## src/odt_zq_consts.svh

```systemverilog
// Timing constants and field positions for the termination and calibration block
`ifndef ODT_ZQ_CONSTS_SVH
`define ODT_ZQ_CONSTS_SVH

`define CLK_PERIOD_PS      4000
`define ASYNC_MIN_PS       2000
`define ASYNC_MAX_PS       8500
`define ASYNC_MIN_CYC      ((`ASYNC_MIN_PS + `CLK_PERIOD_PS - 1) / `CLK_PERIOD_PS)
`define ASYNC_MAX_CYC      (`ASYNC_MAX_PS / `CLK_PERIOD_PS)
`define DLL_FREEZE_BIT     12
`define CPDED_CYC          1
`define XPDLL_CYC          10
`define RFC_CYC            28
`define ZQINIT_CYC         512
`define ZQOPER_CYC         256
`define ZQCS_CYC           64
`define ZQ_ENGINE_CYC      48
`define CNT_W              12

`endif

```

## src/odt_zq_pkg.sv

```systemverilog
// Types for the termination and calibration block
`default_nettype none
package odt_zq_pkg;
  typedef logic [3:0] lat_t;
  typedef enum logic [1:0] {CAL_NONE, CAL_LONG, CAL_SHORT} cal_cmd_e;
endpackage
`default_nettype wire

```

## src/odt_delay_line.sv

```systemverilog
// Shift line that delays the registered termination request
`timescale 1ns/10ps
`default_nettype none
module odt_delay_line (
  input  wire logic        i_clock,
  input  wire logic        i_resetn,
  input  wire logic        i_odt,
  output logic      [15:0] o_taps
);
  logic [15:0] taps_r;
  assign o_taps = taps_r;
  always_ff @(posedge i_clock or negedge i_resetn) begin
    if (!i_resetn) begin
      taps_r <= 16'h0000;
    end else begin
      taps_r <= {taps_r[14:0], i_odt};
    end
  end
endmodule
`default_nettype wire

```

## src/odt_zq_ctrl.sv

```systemverilog
// Power-down termination transition windows and calibration engine
// How it works
// - Windows only when DLL freeze bit zero
// - Lead interval equals write latency minus one
// - Entry window excludes start, includes tCPDED end
// - Refresh in progress extends entry window
// - Turn-on between min and max bounds
// - Turn-off between min and max bounds
// - Synchronous response outside windows, except during frozen-DLL power-down
// - Exit window from lead to tXPDLL
// - Short power-down merges entry and exit
// - Short idle merges exit and entry
// - Long calibration updates driver and termination
// - First long within tZQinit, later tZQoper
// - Short calibration within tZQCS
// - Calibration current off after completion
// - No self recalibration on self-refresh exit
// - Asynchronous path ignores additive latency
// - Asynchronous delay between 2 and 8.5 ns
`timescale 1ns/10ps
`default_nettype none
`include "odt_zq_consts.svh"
module odt_zq_ctrl (
  input  wire logic                   i_clock,
  input  wire logic                   i_resetn,
  input  wire logic                   i_cke,
  input  wire logic                   i_odt,
  input  wire logic                   i_refresh,
  input  wire logic                   i_sr_exit,
  input  wire odt_zq_pkg::cal_cmd_e   i_cal_cmd,
  input  wire odt_zq_pkg::lat_t       i_wl,
  input  wire logic                   i_mr0_a12,
  input  wire logic                   i_async_in_window,
  input  wire logic                   i_cal_done_early,
  output logic                        o_rtt_on,
  output logic                        o_in_window,
  output logic                        o_async_mode,
  output logic                        o_cal_busy,
  output logic                        o_zq_current_on,
  output logic                        o_cal_update,
  output logic                        o_cal_timeout
);
  import odt_zq_pkg::*;

  localparam int ASYNC_DLY = (`ASYNC_MIN_CYC + `ASYNC_MAX_CYC) / 2;

  // CKE and ODT come from pins
  logic cke_s1_r, cke_s2_r, cke_d_r, odt_s1_r, odt_s2_r;
  always_ff @(posedge i_clock or negedge i_resetn) begin
    if (!i_resetn) begin
      cke_s1_r <= 1'b1;
      cke_s2_r <= 1'b1;
      cke_d_r  <= 1'b1;
      odt_s1_r <= 1'b0;
      odt_s2_r <= 1'b0;
    end else begin
      cke_s1_r <= i_cke;
      cke_s2_r <= cke_s1_r;
      cke_d_r  <= cke_s2_r;
      odt_s1_r <= i_odt;
      odt_s2_r <= odt_s1_r;
    end
  end

  wire cke_fall = cke_d_r & ~cke_s2_r;
  wire cke_rise = ~cke_d_r & cke_s2_r;
  wire freeze   = ~i_mr0_a12;

  // Delayed copies of ODT for lookahead and latency
  logic [15:0] odt_taps;
  odt_delay_line u_dly (
    .i_clock  (i_clock),
    .i_resetn (i_resetn),
    .i_odt    (odt_s2_r),
    .o_taps   (odt_taps)
  );

  wire [3:0] anpd = i_wl - 4'h1;
  wire [3:0] lat  = i_wl - 4'h2;

  // Window counters, started by the synchronized CKE edges and stretched by the tANPD lead
  logic [`CNT_W-1:0] entry_cnt_r, exit_cnt_r, rfc_cnt_r;
  logic              entry_open_r, exit_open_r;
  wire  [`CNT_W-1:0] entry_len = (rfc_cnt_r > `CNT_W'(`CPDED_CYC))
                                 ? rfc_cnt_r : `CNT_W'(`CPDED_CYC);
  wire  ent_ev = cke_fall & freeze;
  wire  ext_ev = cke_rise & freeze;
  always_ff @(posedge i_clock or negedge i_resetn) begin
    if (!i_resetn) begin
      rfc_cnt_r <= '0;
    end else if (i_refresh) begin
      rfc_cnt_r <= `CNT_W'(`RFC_CYC);
    end else if (rfc_cnt_r != '0) begin
      rfc_cnt_r <= rfc_cnt_r - `CNT_W'(1);
    end
  end
  // Entry window: anpd lead plus tCPDED/tRFC tail, start excluded, end included
  always_ff @(posedge i_clock or negedge i_resetn) begin
    if (!i_resetn) begin
      entry_open_r <= 1'b0;
      entry_cnt_r  <= '0;
    end else if (ent_ev) begin
      entry_open_r <= 1'b1;
      entry_cnt_r  <= entry_len + `CNT_W'(anpd);
    end else if (entry_cnt_r != '0) begin
      entry_cnt_r  <= entry_cnt_r - `CNT_W'(1);
    end else begin
      entry_open_r <= 1'b0;
    end
  end
  // Exit window: anpd lead plus tXPDLL tail
  always_ff @(posedge i_clock or negedge i_resetn) begin
    if (!i_resetn) begin
      exit_open_r <= 1'b0;
      exit_cnt_r  <= '0;
    end else if (ext_ev) begin
      exit_open_r <= 1'b1;
      exit_cnt_r  <= `CNT_W'(`XPDLL_CYC) + `CNT_W'(anpd);
    end else if (exit_cnt_r != '0) begin
      exit_cnt_r  <= exit_cnt_r - `CNT_W'(1);
    end else begin
      exit_open_r <= 1'b0;
    end
  end

  // Powered down with frozen DLL between windows: fully asynchronous
  logic pd_r;
  always_ff @(posedge i_clock or negedge i_resetn) begin
    if (!i_resetn) begin
      pd_r <= 1'b0;
    end else if (ent_ev) begin
      pd_r <= 1'b1;
    end else if (cke_rise) begin
      pd_r <= 1'b0;
    end
  end

  // ODT is judged after an anpd delay so the window may lead the CKE edge
  wire win       = entry_open_r | exit_open_r;
  wire use_async = pd_r | (win & i_async_in_window);
  // Tap sums stay inside the line for write latency up to 9
  wire [3:0] sync_idx  = anpd + lat;
  wire [3:0] async_idx = anpd + 4'(ASYNC_DLY);
  wire sync_rtt  = odt_taps[sync_idx];
  wire async_rtt = odt_taps[async_idx];

  // Calibration engine
  logic [`CNT_W-1:0] cal_cnt_r, eng_cnt_r;
  logic              cal_busy_r, first_done_r, cur_r, upd_r, tmo_r;
  wire  [`CNT_W-1:0] cal_len = (i_cal_cmd == CAL_SHORT) ? `CNT_W'(`ZQCS_CYC)
                             : (first_done_r ? `CNT_W'(`ZQOPER_CYC)
                                             : `CNT_W'(`ZQINIT_CYC));
  wire  cal_start = (i_cal_cmd != CAL_NONE) & ~cal_busy_r;
  wire  eng_done  = cur_r & ((eng_cnt_r == '0) | i_cal_done_early);
  always_ff @(posedge i_clock or negedge i_resetn) begin
    if (!i_resetn) begin
      cal_busy_r   <= 1'b0;
      cal_cnt_r    <= '0;
      eng_cnt_r    <= '0;
      first_done_r <= 1'b0;
      cur_r        <= 1'b0;
      upd_r        <= 1'b0;
      tmo_r        <= 1'b0;
    end else begin
      upd_r <= 1'b0;
      tmo_r <= 1'b0;
      if (cal_start) begin
        cal_busy_r <= 1'b1;
        cal_cnt_r  <= cal_len - `CNT_W'(1);
        eng_cnt_r  <= `CNT_W'(`ZQ_ENGINE_CYC);
        cur_r      <= 1'b1;
        if (i_cal_cmd == CAL_LONG) begin
          first_done_r <= 1'b1;
        end
      end else if (cal_busy_r) begin
        if (eng_cnt_r != '0) begin
          eng_cnt_r <= eng_cnt_r - `CNT_W'(1);
        end
        if (eng_done) begin
          cur_r <= 1'b0;
          upd_r <= 1'b1;
        end
        if (cal_cnt_r == '0) begin
          cal_busy_r <= 1'b0;
          tmo_r      <= cur_r;
          cur_r      <= 1'b0;
        end else begin
          cal_cnt_r <= cal_cnt_r - `CNT_W'(1);
        end
      end
    end
  end

  // Termination held off for the whole calibration period
  wire rtt_nxt = cal_busy_r ? 1'b0 : (use_async ? async_rtt : sync_rtt);

  // Registered outputs
  always_ff @(posedge i_clock or negedge i_resetn) begin
    if (!i_resetn) begin
      o_rtt_on        <= 1'b0;
      o_in_window     <= 1'b0;
      o_async_mode    <= 1'b0;
      o_cal_busy      <= 1'b0;
      o_zq_current_on <= 1'b0;
      o_cal_update    <= 1'b0;
      o_cal_timeout   <= 1'b0;
    end else begin
      o_rtt_on        <= rtt_nxt;
      o_in_window     <= win;
      o_async_mode    <= use_async;
      o_cal_busy      <= cal_busy_r;
      o_zq_current_on <= cur_r;
      o_cal_update    <= upd_r;
      o_cal_timeout   <= tmo_r;
    end
  end
endmodule
`default_nettype wire

```

## config.mk

```make
export PLATFORM = sky130hd
export DESIGN_NAME = odt_zq_ctrl
export DESIGN_NICKNAME = d
export VERILOG_FILES = /design/src/odt_zq_pkg.sv /design/src/odt_delay_line.sv /design/src/odt_zq_ctrl.sv
export VERILOG_INCLUDE_DIRS = /design/src
export SDC_FILE = /design/constraint.sdc
export NUM_CORES = 1
export LEC_CHECK = 0
export BUFFER_PORTS_ARGS = -buffer_cell sky130_fd_sc_hd__buf_2
export CORE_ASPECT_RATIO = 2
export CORE_MARGIN = 4
export CORE_UTILIZATION = 54
export CTS_BUF_LIST = sky130_fd_sc_hd__clkbuf_8 sky130_fd_sc_hd__clkbuf_16
export CTS_CLUSTER_SIZE = 12
export DETAILED_ROUTE_END_ITERATION = 8
export GPL_TIMING_DRIVEN = 0
export PLACE_DENSITY = 0.82
export SETUP_SLACK_MARGIN = 0.02
export SYNTH_ARGS = -nofsm -noshare
export SYNTH_HDL_FRONTEND = slang
export SYNTH_SLANG_ARGS = --single-unit
```

## constraint.sdc

```tcl
create_clock -name i_clock -period 3.3 [get_ports i_clock]
set_input_delay 0.495 -clock i_clock [delete_from_list [all_inputs] [get_ports i_clock]]
set_output_delay 0.495 -clock i_clock [all_outputs]
set_load 0.005 [all_outputs]
```

==> results.py <==
metrics = {
    "cells_and_area": {
        "layout_commonest_cell": "dfrtp_1",
        "fill_cells": 719,
        "drive_gt1_share_pct": 12.9,
        "final_cell_mix": "93 x dfrtp_1, 49 x nor2_1, 28 x inv_1",
        "fin_util_pct": 61.5,
        "final_area_mm2": 0.00550,
        "n_antenna_cell": 0,
        "nets": 548,
        "syn2layout_area_growth_pct": 11.6,
    },
    "synth": {
        "synth_cell_types": 56,
        "ys_warn_count": 0,
        "netlist_instances": 486,
        "synth-seq-cells": 96,
        "syn_nets": 518,
        "synth_area_leaders": "dfrtp_1 47%, xnor2_1 4.8%, ha_1 4.1%",
        "yosysSeqAreaShare_pct": 48.8,
        "syn_area_mm2": 0.00493,
        "synth_top_area_cell": "dfrtp_1",
        "synth_edf_count": 0,
        "dominantRegCellSynth": "dfrtp_1",
        "synthArstFlopShare_pct": 100,
        "synth.avg_cell_area_um2": 10.1,
        "yosys.area.top_type_share_pct": 47.2,
    },
    "floorplan": {
        "dieArea_mm2": 0.0108,
        "start_util_pct": 55.1,
        "io_pins": 22,
        "die_y_um": 143,
        "die-width_um": 75.6,
        "core_mm2": 0.00895,
        "fp-row-count": 49,
    },
    "route": {
        "wirelength_mm": 9.92,
        "vias": 3705,
        "drc_errors": 0,
        "drt_iter0_markers": 207,
        "wl_per_cell_um": 16.0,
        "vias_per_cell": 5.96,
        "drt_pass1_iterations": 4,
        "ant_nets": 0,
    },
    "clock_tree": {
        "cts.sinks": 96,
        "cts_hold_buf": 0,
        "cts_made_buffers": 9,
        "clk_pin_slew_worst_paths_ps": 70,
        "clk_latency_ps": 350,
        "cts_tree": "done",
        "htree_levels": 3,
        "cts_buffer_depth": 2,
        "root_buffer": "clkbuf_16",
    },
    "critical_path": {
        "crit_start": "i_wl[0]",
        "crit_arrival_ps": 3290,
        "r2r_start": "rfc_cnt_r[5]$_DFFE_PN0P_",
        "endpoint_kind": "register",
        "cp_max_fo": 9,
        "crit_type": "in2reg",
        "start_kind": "input pin",
        "cp.required_ps": 3540,
    },
    "placed_design": {
        "dpl_cell_area_mm2": 0.00519,
        "pre_cts_ws_ps": -427,
        "hpwl_mm": 7.31,
        "gp_congestion": 0.850,
        "portBuffers": 20,
    },
    "timing": {
        "maxSlewViolCount": 0,
        "slew-limit-headroom_pct": 28.0,
        "finalSetupViolations": 0,
        "fin_ws_ps": 253,
        "hold_viol_final": 0,
        "max_freq_mhz": 328,
        "tightest_slew_ps": 1050,
        "hold_slack_ps": 104,
        "rsz0062_at_grt": "no",
        "period_minus_slack_ps": 3050,
        "finalClockSkew_ps": 6.95,
        "period_share_pct": 92.3,
    },
    "power_and_ir_drop": {
        "finalPower_mw": 3.53,
        "powerDensity_mw_per_mm2": 642,
        "p_leak_nw": 2.31,
        "irDropWorstVdd_uv": 336,
    },
    "min_path": {
        "min_path_type": "in2async",
    },
    "grt": {
        "antenna_found_initial": 0,
        "grt_max_degree": 60,
        "grt_first_pass_wirelength_mm": 17.0,
        "overflow": 0,
        "grt_pass1_vias": 3787,
        "grtUsageTotal_pct": 20.4,
    },
    "job": {
        "maxCapViolCount": 0,
    },
    "outcome": {
        "outcome": "finished, final reports clean",
    },
}
-- per-layer routing --
| metal | track usage (%) | share of wire (%) | wire (um) |
|---|---|---|---|
| met1 | 22.2 | 37 | 3680 |
| met2 | 36.3 | 57 | 5630 |
| met3 | 4.09 | 3.2 | 318 |
| met4 | 9.86 | 3.0 | 297 |
| met5 | 0 | 0 | 0 |
-- path summary, 6_finish.rpt --
| path | slack (ps) | endpoint | depth (start not counted) |
|---|---|---|---|
| setup reg to reg | 330 | entry_cnt_r[5]$_DFFE_PN0P_ | 11 |
| setup / recovery | 250 | o_rtt_on$_DFF_PN0_ | 11 |
| hold reg to reg | 350 | o_cal_update$_DFF_PN0_ | 0 |
| max in group asynchronous | 2540 | eng_cnt_r[9]$_DFFE_PN0P_ | 2 |
| hold / removal | 100 | exit_cnt_r[11]$_DFFE_PN0P_ | 1 |
| min in group i_clock | 240 | cke_s1_r$_DFF_PN1_ | 1 |
-- cell usage after synthesis (2+ instances only) --
cell / number
and3_1: 5
nand4b_1: 2
and4_1: 3
a21o_1: 6
or3_1: 17
o31ai_1: 4
xnor2_1: 27
a211oi_1: 14
mux2_2: 3
dfrtp_1: 93
or2_2: 2
nor3_1: 23
o22ai_1: 4
nand3_1: 11
o211ai_1: 2
nor4_1: 9
dfstp_2: 3
a2111oi_0: 2
nor2_1: 49
or4_1: 8
a21oi_1: 27
o21bai_1: 2
a31oi_1: 3
nand3b_1: 2
o21ai_0: 23
mux4_2: 6
nand2_1: 26
inv_1: 28
mux2i_1: 10
a22oi_1: 2
clkbuf_1: 16
xor2_1: 15
ha_1: 16
-- critical path, cell delays in order --
cell and delay, ps:
buf_2 200, inv_1 120, ha_1 300, clkbuf_2 230
inv_2 110, ha_1 230, or3_1 310, a21oi_1 220
xor2_1 240, mux4_2 550, a31o_2 260
-- stage by stage --
step           std cells  TNS [ps]
2_1_floorplan        486         0
3_3_place_gp         608      -755
3_5_place_dp         609     -1200
4_1_cts              622         0
5_1_grt              622         0
6_report             622         0
-- report_power, final --
part,switching (mW),total (mW),internal [mW]
Clock,0.429,1.03,0.603
Sequential,0.214,1.61,1.40
Combinational,0.478,0.888,0.410
Total,1.12,3.53,2.41
-- layout make-up --
| type | instances | area [um^2] | share of cell area [%] |
|---|---|---|---|
| plain buffers | 17 | 77.6 | 1.41 |
| repair buffers | 21 | 130 | 2.36 |
| clock buffers | 10 | 239 | 4.34 |
| inverters | 29 | 109 | 1.98 |
| flip-flops and latches | 96 | 2410 | 43.7 |
| multi-input cells | 342 | 2360 | 42.8 |
| clock inverters | 5 | 58.8 | 1.07 |
| well taps | 102 | 128 | 2.32 |
-- sequential cells by signal, indices dropped and copies added (netlist names), 12 cells and up --
name / cells
cal_cnt_r: 12
eng_cnt_r: 12
entry_cnt_r: 12
exit_cnt_r: 12
rfc_cnt_r: 12
u_dly.o_taps: 16
-- repair_timing --
item                       CTS  global route
pin swaps                    0             1
setup endpoints to repair    8             8
setup buffers                0             0
resized for setup            2             4
-- cell families after synthesis --
group | after synthesis | share of synthesized area (%)
and+or+nand+nor | 167 | 17.6
AOI/OAI and AO/OA | 97 | 12.3
DFF | 96 | 48.8
buffers and inverters | 48 | 3.91
xor gates and xnor gates | 42 | 7.46
muxes | 19 | 5.46
adders and majority gates | 17 | 4.47
Note: power is estimated with default switching activity, not from simulation.
